`src/design/ufl_pkg.sv`:
```
// Shared constants for the flow-controlled UART: register map, field
// positions, reset values and low-speed rate table.
// Assumes a 32-bit AHB-Lite register bus and a single sys_clk domain.
package ufl_pkg;

	// ---------------------------------------------------------------
	// Register offsets (byte addresses)
	// ---------------------------------------------------------------
	localparam logic [4:0] OFS_CTRL  = 5'h00;
	localparam logic [4:0] OFS_BAUD  = 5'h04;
	localparam logic [4:0] OFS_TXDAT = 5'h08;
	localparam logic [4:0] OFS_RXDAT = 5'h0c;
	localparam logic [4:0] OFS_FLAGS = 5'h10;
	localparam logic [4:0] OFS_IRQEN = 5'h14;
	localparam logic [4:0] OFS_FCLR  = 5'h18;

	// ---------------------------------------------------------------
	// Control register fields
	// ---------------------------------------------------------------
	localparam int CTL_TX_EN    = 0;
	localparam int CTL_RX_EN    = 1;
	localparam int CTL_SEND_GT  = 2;
	localparam int CTL_REQ_GT   = 3;
	localparam int CTL_START_LV = 4;
	localparam int CTL_SYNC     = 5;
	localparam int CTL_LS_SRC   = 6;
	localparam int CTL_PAR_EN   = 7;
	localparam int CTL_RATE_LO  = 8;
	localparam int CTL_W        = 10;
	localparam logic [CTL_W-1:0] CTL_RESET = 10'h000;

	// ---------------------------------------------------------------
	// Flag register fields (status, enable and clear share them)
	// ---------------------------------------------------------------
	localparam int FL_TXE   = 0;
	localparam int FL_TC    = 1;
	localparam int FL_RC    = 2;
	localparam int FL_FE    = 3;
	localparam int FL_PE    = 4;
	localparam int FL_CTS   = 5;
	localparam int FL_N     = 6;
	localparam int ST_SEND_GATE_LEVEL = 6;
	localparam int ST_BUSY  = 7;
	localparam logic [FL_N-1:0] FL_RESET = 6'h01;

	localparam logic [15:0] BAUD_RESET = 16'h0364;

	// ---------------------------------------------------------------
	// Low-speed transfer rates (bits per second)
	// ---------------------------------------------------------------
	localparam int RATE_2400 = 2400;
	localparam int RATE_4800 = 4800;
	localparam int RATE_9600 = 9600;

	localparam int CTS_SYNC_STAGES = 2;

	// Last tick of a bit period; a length of zero behaves as one
	function automatic logic bitEnd(input logic [15:0] cnt, input logic [15:0] len);
		bitEnd = ({1'b0, cnt} + 17'h00001) >= {1'b0, len};
	endfunction : bitEnd

endpackage : ufl_pkg

```
`src/design/ufl_rx.sv`:
```
// Frame receiver matching ufl_tx framing. Start is taken on a falling edge
// or, when levelStart is set, on any low level of rxd.
`timescale 1ns/1ps
`default_nettype none

module ufl_rx
	import ufl_pkg::*;
(
	// Clock and reset
	input  wire logic        sys_clk,
	input  wire logic        rstn,
	// Control
	input  wire logic        enable,
	input  wire logic        tick,
	input  wire logic [15:0] bitLen,
	input  wire logic        parEn,
	input  wire logic        levelStart,
	input  wire logic        rxd,
	// Received frame
	output logic             valid,
	output logic [7:0]       data,
	output logic             frameErr,
	output logic             parErr
);

	typedef enum logic [2:0] {RX_IDLE, RX_START, RX_DATA, RX_PAR, RX_STOP} ufl_rx_e;

	ufl_rx_e     state_q;
	logic [15:0] cnt_q;
	logic [2:0]  idx_q;
	logic [7:0]  shift_q;
	logic        parBad_q;
	logic        rxPrev_q;
	logic        startSeen;

	// Level start also catches a line already low when enabled
	assign startSeen = levelStart ? !rxd : (rxPrev_q && !rxd);

	always_ff @(posedge sys_clk or negedge rstn) begin
		if (!rstn) begin
			rxPrev_q <= 1'b1;
		end else if (tick) begin
			rxPrev_q <= rxd;
		end
	end

	always_ff @(posedge sys_clk or negedge rstn) begin
		if (!rstn) begin
			state_q  <= RX_IDLE;
			cnt_q    <= 16'h0000;
			idx_q    <= 3'h0;
			shift_q  <= 8'h00;
			parBad_q <= 1'b0;
			valid    <= 1'b0;
			data     <= 8'h00;
			frameErr <= 1'b0;
			parErr   <= 1'b0;
		end else begin
			valid <= 1'b0;
			if (!enable) begin
				state_q <= RX_IDLE;
			end else if (tick) begin
				unique case (state_q)
					RX_IDLE: begin
						if (startSeen) begin
							cnt_q    <= 16'h0000;
							parBad_q <= 1'b0;
							state_q  <= RX_START;
						end
					end
					RX_START: begin
						// Detection already cost a tick, so this lands near mid-bit
						if (bitEnd(cnt_q, {1'b0, bitLen[15:1]})) begin
							cnt_q   <= 16'h0000;
							idx_q   <= 3'h0;
							state_q <= rxd ? RX_IDLE : RX_DATA;
						end else begin
							cnt_q <= cnt_q + 16'h0001;
						end
					end
					default: begin
						if (!bitEnd(cnt_q, bitLen)) begin
							cnt_q <= cnt_q + 16'h0001;
						end else begin
							cnt_q <= 16'h0000;
							if (state_q == RX_DATA) begin
								shift_q <= {rxd, shift_q[7:1]};
								idx_q   <= idx_q + 3'h1;
								if (idx_q == 3'h7) begin
									state_q <= parEn ? RX_PAR : RX_STOP;
								end
							end else if (state_q == RX_PAR) begin
								parBad_q <= (^shift_q) ^ rxd;
								state_q  <= RX_STOP;
							end else begin
								valid    <= 1'b1;
								data     <= shift_q;
								frameErr <= !rxd;
								parErr   <= parBad_q;
								state_q  <= RX_IDLE;
							end
						end
					end
				endcase
			end
		end
	end

endmodule : ufl_rx

`default_nettype wire

```
`src/design/ufl_top.sv`:
```
// UART core with send/request gating, six-source interrupt and low-power
// transfer clock selection, behind an AHB-Lite slave.
// Assumes one sys_clk; lsTick is a one-cycle pulse per low-speed clock period.
`timescale 1ns/1ps
`default_nettype none

module ufl_top
	import ufl_pkg::*;
#(
	parameter int LS_CLK_HZ = 32768
) (
	// Clock and reset
	input  wire logic        sys_clk,
	input  wire logic        rstn,
	// AHB-Lite slave
	input  wire logic        hsel,
	input  wire logic [31:0] haddr,
	input  wire logic [1:0]  htrans,
	input  wire logic        hwrite,
	input  wire logic [2:0]  hsize,
	input  wire logic [31:0] hwdata,
	input  wire logic        hready,
	output logic [31:0]      hrdata,
	output logic             hreadyout,
	output logic             hresp,
	// Power and transfer clock
	input  wire logic        deepSleep,
	input  wire logic        lsTick,
	// Serial line and handshake
	input  wire logic        rxd,
	output logic             txd,
	input  wire logic        ctsN,
	output logic             rtsN_q,
	// Interrupt
	output logic             irq_q
);

	// ---------------------------------------------------------------
	// Declarations
	// ---------------------------------------------------------------
	localparam logic [15:0] LS_DIV_2400 = 16'(LS_CLK_HZ / RATE_2400);
	localparam logic [15:0] LS_DIV_4800 = 16'(LS_CLK_HZ / RATE_4800);
	localparam logic [15:0] LS_DIV_9600 = 16'(LS_CLK_HZ / RATE_9600);

	logic [CTL_W-1:0] ctrl_q;
	logic [15:0]      baud_q;
	logic [7:0]       tdr_q;
	logic [7:0]       rdr_q;
	logic [FL_N-1:0]  isr_q, isr_d, ier_q, flSet, flClr;
	logic             wrPend_q;
	logic [4:0]       wrAddr_q;
	logic [CTS_SYNC_STAGES-1:0] ctsSync_q;
	logic             ctsPrev_q;
	logic             addrOk, wrTdr, wrIcr, tick;
	logic [15:0]      bitLen;
	logic             txBusy, txDone, txLoad, txOk, ctsHigh;
	logic             rxValid, rxFe, rxPe;
	logic [7:0]       rxData;

	// ---------------------------------------------------------------
	// AHB-Lite slave, zero wait states, always OKAY
	// ---------------------------------------------------------------
	assign addrOk = hsel && htrans[1] && hready;

	function automatic logic [31:0] readMux(input logic [4:0] a);
		unique case (a)
			OFS_CTRL:  readMux = {22'h000000, ctrl_q};
			OFS_BAUD:  readMux = {16'h0000, baud_q};
			OFS_TXDAT: readMux = {24'h000000, tdr_q};
			OFS_RXDAT: readMux = {24'h000000, rdr_q};
			OFS_FLAGS: readMux = {24'h000000, txBusy, ctsHigh, isr_q};
			OFS_IRQEN: readMux = {26'h0000000, ier_q};
			default:   readMux = 32'h00000000;
		endcase
	endfunction : readMux

	always_ff @(posedge sys_clk or negedge rstn) begin
		if (!rstn) begin
			wrPend_q  <= 1'b0;
			wrAddr_q  <= 5'h00;
			hrdata    <= 32'h00000000;
			hreadyout <= 1'b0;
			hresp     <= 1'b0;
		end else begin
			hreadyout <= 1'b1;
			hresp     <= 1'b0;
			wrPend_q  <= addrOk && hwrite;
			if (addrOk) begin
				wrAddr_q <= (haddr[31:5] == 27'h0000000) ? haddr[4:0] : 5'h1f;
			end
			if (addrOk && !hwrite) begin
				hrdata <= (haddr[31:5] == 27'h0000000) ? readMux(haddr[4:0]) : 32'h00000000;
			end
		end
	end

	assign wrTdr = wrPend_q && (wrAddr_q == OFS_TXDAT);
	assign wrIcr = wrPend_q && (wrAddr_q == OFS_FCLR);

	always_ff @(posedge sys_clk or negedge rstn) begin
		if (!rstn) begin
			ctrl_q <= CTL_RESET;
			baud_q <= BAUD_RESET;
			ier_q  <= '0;
			tdr_q  <= 8'h00;
		end else if (wrPend_q) begin
			unique case (wrAddr_q)
				OFS_CTRL:  ctrl_q <= hwdata[CTL_W-1:0];
				OFS_BAUD:  baud_q <= hwdata[15:0];
				OFS_IRQEN: ier_q  <= hwdata[FL_N-1:0];
				OFS_TXDAT: tdr_q  <= hwdata[7:0];
				default:   ;
			endcase
		end
	end

	// ---------------------------------------------------------------
	// Gate input synchroniser and change detect
	// ---------------------------------------------------------------
	always_ff @(posedge sys_clk or negedge rstn) begin
		if (!rstn) begin
			ctsSync_q <= '1;
			ctsPrev_q <= 1'b1;
		end else begin
			ctsSync_q <= {ctsSync_q[0], ctsN};
			ctsPrev_q <= ctsSync_q[1];
		end
	end

	assign ctsHigh = ctsSync_q[1];

	// ---------------------------------------------------------------
	// Transfer clock select
	// ---------------------------------------------------------------
	// High-speed source is the system clock, which stops in deep sleep
	assign tick = ctrl_q[CTL_LS_SRC] ? lsTick : !deepSleep;

	// Low-speed source only offers three rates, each divisor truncated to whole ticks
	always_comb begin
		if (!ctrl_q[CTL_LS_SRC]) begin
			bitLen = baud_q;
		end else begin
			unique case (ctrl_q[CTL_RATE_LO +: 2])
				2'h0:    bitLen = LS_DIV_2400;
				2'h1:    bitLen = LS_DIV_4800;
				default: bitLen = LS_DIV_9600;
			endcase
		end
	end

	// ---------------------------------------------------------------
	// Transmit path
	// ---------------------------------------------------------------
	// Busy covers the whole frame, so a gate change mid-frame only holds the next
	assign txOk   = ctrl_q[CTL_TX_EN] && !ctrl_q[CTL_SYNC];
	assign txLoad = txOk && !isr_q[FL_TXE] && !txBusy
	                && (!ctrl_q[CTL_SEND_GT] || !ctsHigh);

	ufl_tx u_tx (
		.sys_clk (sys_clk),
		.rstn    (rstn),
		.tick    (tick),
		.bitLen  (bitLen),
		.parEn   (ctrl_q[CTL_PAR_EN]),
		.start   (txLoad),
		.data    (tdr_q),
		.busy    (txBusy),
		.done    (txDone),
		.txd     (txd)
	);

	// ---------------------------------------------------------------
	// Receive path
	// ---------------------------------------------------------------
	ufl_rx u_rx (
		.sys_clk    (sys_clk),
		.rstn       (rstn),
		.enable     (ctrl_q[CTL_RX_EN] && !ctrl_q[CTL_SYNC]),
		.tick       (tick),
		.bitLen     (bitLen),
		.parEn      (ctrl_q[CTL_PAR_EN]),
		.levelStart (ctrl_q[CTL_START_LV]),
		.rxd        (rxd),
		.valid      (rxValid),
		.data       (rxData),
		.frameErr   (rxFe),
		.parErr     (rxPe)
	);

	always_ff @(posedge sys_clk or negedge rstn) begin
		if (!rstn) begin
			rdr_q <= 8'h00;
		end else if (rxValid) begin
			rdr_q <= rxData;
		end
	end

	// ---------------------------------------------------------------
	// Flags, enables and interrupt
	// ---------------------------------------------------------------
	always_comb begin
		flSet         = '0;
		flSet[FL_TXE] = txLoad;
		flSet[FL_TC]  = txDone;
		flSet[FL_RC]  = rxValid;
		flSet[FL_FE]  = rxValid && rxFe;
		flSet[FL_PE]  = rxValid && rxPe;
		flSet[FL_CTS] = ctsHigh != ctsPrev_q;
		flClr         = wrIcr ? ~hwdata[FL_N-1:0] : '0;
		flClr[FL_TXE] = wrTdr;
		isr_d         = (isr_q & ~flClr) | flSet;
		// A data write landing with a load refills the buffer, so it wins here
		isr_d[FL_TXE] = (isr_q[FL_TXE] || txLoad) && !wrTdr;
	end

	always_ff @(posedge sys_clk or negedge rstn) begin
		if (!rstn) begin
			isr_q <= FL_RESET;
		end else begin
			isr_q <= isr_d;
		end
	end

	// One line for all sources; rx done enabled also serves as wake-up
	always_ff @(posedge sys_clk or negedge rstn) begin
		if (!rstn) begin
			irq_q <= 1'b0;
		end else begin
			irq_q <= |(isr_q & ier_q);
		end
	end

	always_ff @(posedge sys_clk or negedge rstn) begin
		if (!rstn) begin
			rtsN_q <= 1'b0;
		end else begin
			rtsN_q <= ctrl_q[CTL_REQ_GT] && isr_q[FL_RC];
		end
	end
endmodule : ufl_top

`default_nettype wire

```
`src/design/ufl_tx.sv`:
```
// Frame transmitter: start bit, eight data bits LSB first, optional even
// parity, one stop bit. Assumes tick marks one transfer clock period.
`timescale 1ns/1ps
`default_nettype none

module ufl_tx
	import ufl_pkg::*;
(
	// Clock and reset
	input  wire logic        sys_clk,
	input  wire logic        rstn,
	// Control
	input  wire logic        tick,
	input  wire logic [15:0] bitLen,
	input  wire logic        parEn,
	input  wire logic        start,
	input  wire logic [7:0]  data,
	// Status and line
	output logic             busy,
	output logic             done,
	output logic             txd
);

	typedef enum logic [2:0] {TX_IDLE, TX_START, TX_DATA, TX_PAR, TX_STOP} ufl_tx_e;

	ufl_tx_e     state_q;
	logic [15:0] cnt_q;
	logic [2:0]  idx_q;
	logic [7:0]  shift_q;
	logic        par_q;

	assign busy = (state_q != TX_IDLE);

	always_ff @(posedge sys_clk or negedge rstn) begin
		if (!rstn) begin
			state_q <= TX_IDLE;
			cnt_q   <= 16'h0000;
			idx_q   <= 3'h0;
			shift_q <= 8'h00;
			par_q   <= 1'b0;
			txd     <= 1'b1;
			done    <= 1'b0;
		end else begin
			done <= 1'b0;
			if (state_q == TX_IDLE) begin
				if (start) begin
					shift_q <= data;
					par_q   <= ^data;
					cnt_q   <= 16'h0000;
					txd     <= 1'b0;
					state_q <= TX_START;
				end
			end else if (tick) begin
				if (!bitEnd(cnt_q, bitLen)) begin
					cnt_q <= cnt_q + 16'h0001;
				end else begin
					cnt_q <= 16'h0000;
					unique case (state_q)
						TX_START: begin
							txd     <= shift_q[0];
							idx_q   <= 3'h0;
							state_q <= TX_DATA;
						end
						TX_DATA: begin
							if (idx_q == 3'h7) begin
								txd     <= parEn ? par_q : 1'b1;
								state_q <= parEn ? TX_PAR : TX_STOP;
							end else begin
								txd     <= shift_q[1];
								shift_q <= {1'b0, shift_q[7:1]};
								idx_q   <= idx_q + 3'h1;
							end
						end
						TX_PAR: begin
							txd     <= 1'b1;
							state_q <= TX_STOP;
						end
						TX_STOP: begin
							done    <= 1'b1;
							state_q <= TX_IDLE;
						end
						default: state_q <= TX_IDLE;
					endcase
				end
			end
		end
	end

endmodule : ufl_tx

`default_nettype wire

```
`config.mk`:
```
export PLATFORM = sky130hd
export DESIGN_NAME = ufl_top
export DESIGN_NICKNAME = d
export VERILOG_FILES = /design/src/design/ufl_pkg.sv /design/src/design/ufl_rx.sv /design/src/design/ufl_top.sv /design/src/design/ufl_tx.sv
export SDC_FILE = /design/constraint.sdc
export NUM_CORES = 1
export LEC_CHECK = 0
export BUFFER_PORTS_ARGS = -buffer_cell sky130_fd_sc_hd__buf_2
export CAP_MARGIN = 20
export CORE_ASPECT_RATIO = 1.2
export CORE_MARGIN = 4
export CORE_UTILIZATION = 35
export DETAILED_ROUTE_END_ITERATION = 10
export PLACE_DENSITY = 0.62
export SLEW_MARGIN = 20
export SYNTH_ARGS = -nofsm -noshare
export SYNTH_HDL_FRONTEND = slang
export SYNTH_HIERARCHICAL = 1
export SYNTH_SLANG_ARGS = --single-unit
```
`constraint.sdc`:
```
create_clock -name sys_clk -period 10.49 [get_ports sys_clk]
set_input_delay 0.5245 -clock sys_clk [delete_from_list [all_inputs] [get_ports sys_clk]]
set_output_delay 0.5245 -clock sys_clk [all_outputs]
set_load 0.01 [all_outputs]
```
-- Word level (Yosys, flattened, before mapping)
Cells that the tools add are included.
- add/subtract/negate cells: 6
- magnitude comparators: 3
- equal/unequal tests: 32
- mux-type cells: 67
- bitwise gates (word level): 12
- reductions and logical operators: 63
- operators with widths (kind ; number):
    16-bit two-way mux ; 8
    16-bit one-hot mux with 6 select lines ; 1
    3-bit two-way mux ; 18
    8-bit two-way mux ; 6
    16-bit by 1-bit adder with 17-bit output (second input constant) ; 2
    17-bit by 16-bit greater-or-equal comparator with 1-bit output ; 2
    16-bit by 1-bit adder with 16-bit output (second input constant) ; 2
    32-bit two-way mux ; 1
    16-bit one-hot mux with 2 select lines ; 1
    27-bit zero test ; 1
    1-bit two-way mux ; 22
    5-bit equality test (second input constant) ; 4
    5-bit AND reduction ; 4
    3-bit one-hot mux with 2 select lines ; 3
    17-bit by 15-bit greater-or-equal comparator with 1-bit output ; 1
    1-bit logical AND ; 16
    2-bit nonzero test ; 8
    8-bit parity ; 2
    5-bit by 4-bit equality test with 1-bit output (second input constant) ; 3
    6-bit AND ; 2
    3-bit by 2-bit equality test with 1-bit output (second input constant) ; 4
    6-bit NOT ; 2
    2-bit AND reduction ; 6
    6-bit AND reduction ; 2
    other kinds (34) ; 62
- bits in registers: 174
- output and inout port bits: 37
- logic and storage cells: 214

-- Depth between registers and ports, before layout
- word-level depth: 8
- mapped depth: 16
- depth with buffers taken out: 14

-- Modules after synthesis
Netlist, hierarchy kept.
- modules (own cells, without submodules) (module ; times used ; cells an instance ; area an instance (um^2) ; sequential area each (um^2)):
    ufl_top ; 1 ; 332 ; 3921.3 ; 2063.2
    ufl_rx ; 1 ; 320 ; 3031.7 ; 1077.3
    ufl_tx ; 1 ; 273 ; 2392.3 ; 827.0

-- Worst setup path before layout
OpenSTA, ideal clock, no wires.
- path type: register to register
- start: reg u_rx.cnt_q[0]
- end: reg u_rx.data[0]
- setup time: 0.125 ns
- data arrival time: 3.169 ns
- data required time: 10.365 ns
- path slack: 7.196 ns
- cell stages (with the launch flop): 14
- cell sequence: dfrtp_1 -> ha_1 -> nand4_1 -> nor2_1 -> nand2_1 -> xnor2_1 -> ha_1 -> nand4_1 -> nor3_1 -> a2111oi_0 -> o211ai_2 -> nand4_1 -> buf_2 -> mux2_2
- word-level cells in the longest chain between the ends: 3
- RTL lines (item ; RTL line ; source):
    from (decl) ; ufl_rx.sv:29 ; logic [15:0] cnt_q;
    from (signal assigned) ; ufl_rx.sv:78 ; cnt_q <= cnt_q + 16'h0001;
    from (signal assigned) ; ufl_rx.sv:83 ; cnt_q <= cnt_q + 16'h0001;
    16-bit by 1-bit adder with 17-bit output ; ufl_pkg.sv:59 ; bitEnd = ({1'b0, cnt} + 17'h00001) >= {1'b0, len};
    17-bit by 16-bit greater-or-equal comparator with 1-bit output ; ufl_pkg.sv:59 ;
    6-bit AND reduction (no line) ; n/a ;
    to (signal assigned) ; ufl_rx.sv:97 ; data <= shift_q;
    to (decl) ; ufl_rx.sv:21 ; output logic [7:0] data,
Every way passes these cells.
A chain may end at the register's enable or synchronous reset.

-- Final worst setup path
- start: reg u_rx.cnt_q[0]
- end: reg u_rx.parErr
- word-level cells in the longest chain between the ends: 3
- RTL lines (item ; RTL line ; source):
    16-bit by 1-bit adder with 17-bit output ; ufl_pkg.sv:59 ;
    17-bit by 16-bit greater-or-equal comparator with 1-bit output ; ufl_pkg.sv:59 ;
    6-bit AND reduction (no line) ; n/a ;
    to (signal assigned) ; ufl_rx.sv:99 ; parErr <= parBad_q;
    to (decl) ; ufl_rx.sv:23 ; output logic parErr
Every way passes these cells.

==> flow_summary_export.csv <==
group,metric,value,unit
outcome,status,"completed",
yosys,synthMuxAreaShare,12.85,%
yosys,synthCells,925,
clock_tree,cts_buffer_depth,2,
placement,portBuffers,77,
yosys,ys_top_cells_by_count,"dfrtp_1, nand2_1, mux2_2",
routing,wirelength,22230,µm
flow_run,drv_cap,0,
global_routing,antenna_found_initial,0,
yosys,async_flop_share,100.0,%
placement,gp_congestion,0.8876,
timing,rsz0062_at_grt,"no",
clock_tree,cts.sinks,158,
global_routing,grt_max_degree,82,
clock_tree,post_cts_buffers,0,
yosys,ys_seq_area_share,42.46,%
routing,viasPerCell,5.196,
yosys,synth_top_area_share,39.36,%
pwr,ir_worst_vdd,0.0001050,V
timing,worst_slack,6.155,ns
clock_tree,clk_latency,0.44,ns
final_layout,diodes,0,
clock_tree,path_clk_slew,0.07,ns
routing,dr.pass1.iters,5,
placement,placedCellCount,1299,
yosys,synth_ff_type,"dfrtp_1",
yosys,synth_seq_cells,158,
final_layout,nets,1115,
die,initial_utilization,35.58,%
timing,hold_viol_final,0,
yosys,synth_compound_area_share,10.58,%
clock_tree,cts_made_buffers,17,
timing,drv_slew,0,
final_layout,stdcell_area,10560,µm²
yosys,synth-edff-count,0,
clock_tree,cts-resized-gates,0,
timing,fin_tns_setup,0,ns
yosys,synth.avg_cell_area,10.10,µm²
timing,tightest_slew,0.9767,ns
timing,fmax,230.7,MHz
critical_path,crit_fanout,12,
clock_tree,cts_tree,"built",
die,die_width,157.2,µm
pwr,power.density,162.5,nW/µm²
timing,fin_crit,4.335,ns
clock_tree,cts_root_buffer,"clkbuf_16",
global_routing,grt_pass1_vias,6776,
placement,place_ws,6.200,ns
timing,setup_viol,0,
critical_path,critPathRequiredTime,10.81,ns
yosys,synth_simple_gate_area_share,17.37,%
pwr,power_leakage,4.911,nW
global_routing,grt_pass1_wl,35850,µm
routing,wl_per_cell,16.69,µm
yosys,syn_area,9345,µm²
yosys,yosysWarnings,6,
final_layout,syn2layout_area_growth,13.00,%
timing,skew,0.01136,ns
routing,drc,0,
die,die_h,187,µm
yosys,yosysMostFrequentCell,"dfrtp_1",
critical_path,startpoint_type,"flip-flop",
clock_tree,postCtsHoldBufs,0,
timing,period_share,41.32,%
global_routing,overflow,0,
global_routing,track_usage,15.27,%
placement,dpl-instance-area,9918,µm²
die,num_rows,65,
routing,vias,6921,
die,dieArea,29390,µm²
yosys,synthAdderAreaFrac,7.096,%
routing,ant_nets,0,
yosys,synthXorXnorAreaFrac,4.298,%
timing,hold_ws,0.1485,ns
final_layout,drive_gt1_share,22.67,%
routing,drt-initial-drc-count,531,
critical_path,cp-end-kind,"flip-flop",
final_layout,final_cells,1332,
clock_tree,cts_htree_levels,4,
critical_path,worstSetupPathType,"reg2reg",
placement,hpwl,16410,µm
yosys,yosys.cell_types.count,77,
die,coreArea,26270,µm²
min_path,hold_path.class,"in2async",
timing,timing.slew.headroom,33.20,%
yosys,synth_top_family_by_area,"simple AND/OR/NAND/NOR gates",
yosys,yosysTopAreaCell,"dfrtp_1",
critical_path,cp.arrival,4.65,ns
die,io_pins,115,
yosys,synth_area_leaders,"dfrtp_1, mux2_2, ha_1",
report_power, final:
part           leakage, nW  switching, W  internal, W
registers             2.02     0.0000640     0.000668
logic                 2.59      0.000199     0.000152
clock network        0.299      0.000307     0.000326
worst paths after layout:
kind,startpoint,cells after the start,slack [ns],endpoint
min,rstn,1,0.15,u_rx/cnt_q[9]$_DFFE_PN0P_
max,u_rx/cnt_q[0]$_DFFE_PN0P_,12,6.16,u_rx/parErr$_DFFE_PN0P_
max reg2reg,u_rx/cnt_q[0]$_DFFE_PN0P_,12,6.16,u_rx/parErr$_DFFE_PN0P_
min in group sys_clk,ctsN,1,0.18,ctsSync_q[0]$_DFF_PN1_
max in group asynchronous,rstn,3,9.01,u_rx/rxPrev_q$_DFFE_PN1P_
min reg2reg,ctsSync_q[0]$_DFF_PN1_,0,0.36,ctsSync_q[1]$_DFF_PN1_
state kept, by name, indices dropped and copies added, names as in the netlist, 5 cells and up:
register,flops
u_rx/shift_q,8
u_rx/data,8
ctrl_q,10
isr_q,6
wrAddr_q,5
tdr_q,8
u_tx/shift_q,8
ier_q,6
baud_q,16
rdr_q,8
hrdata,16
u_rx/cnt_q,16
u_tx/cnt_q,16
layout by cell type (no fill, tap or decap), types with 10 or more instances in the layout:
cell | synthesis | final
nor2b_1 | 18 | 18
xnor2_1 | 29 | 29
a21oi_1 | 21 | 21
mux2i_1 | 21 | 21
ha_1 | 53 | 53
buf_2 | 14 | 76
mux2_2 | 62 | 62
xor2_1 | 15 | 15
inv_1 | 46 | 46
clkbuf_16 | 0 | 17
o31ai_1 | 10 | 10
nor2_1 | 49 | 49
nand4_1 | 14 | 14
nand3_1 | 42 | 42
dfrtp_1 | 147 | 147
conb_1 | 2 | 18
o21ai_0 | 51 | 50
mux2_4 | 18 | 18
nor4_1 | 10 | 10
nand2_1 | 112 | 112
dfstp_2 | 11 | 11
nor3_1 | 14 | 14
per-stage QoR:
stage                     utilization (%)  total power [W]
after floorplan                         -        0.0009946
after global placement              37.76         0.001085
after detailed placement            37.76         0.001096
after CTS                           40.12         0.001735
after global routing                40.20         0.001814
final                               40.20         0.001716
per-layer routing:
layer	track usage, %	wire, µm	vias to the layer above	share of wire (%)
li1	-	-	3374	-
met1	20.03	9801	3375	44
met2	25.49	11210	143	50
met3	3.078	801	29	3.6
met4	4.436	416	0	1.9
met5	0	0	-	0
worst max-delay path, cell delays in order, from the launching register on:
cell and delay, ns:
dfrtp_1 0.47, ha_1 0.28, nand4_1 0.21, nor2_1 0.24, nand2_1 0.09, xnor2_1 0.38, ha_1 0.33, nand4_1 0.13
nor3_1 0.07, a2111oi_0 0.86, o211ai_2 0.24, nand4_1 0.53, mux2_2 0.41
final cells by class:
type | count | area (µm²)
fill | 2576 | 15710
inverter | 46 | 172.7
multi-input combinational | 680 | 4945
sequential | 158 | 3968
tap | 335 | 419.2
clock buffer | 17 | 425.4
timing repair buffer | 81 | 434.2
clock inverter | 15 | 196.4
cell families after synthesis:
| family | count (synthesis) |
|---|---|
| mux | 102 |
| flops | 158 |
| buf+inv | 103 |
| other cells | 2 |
| compound gates | 147 |
| simple gates | 315 |
| fa+ha+maj | 53 |
| xor+xnor | 45 |
Note: power is estimated with default switching activity, not from simulation.
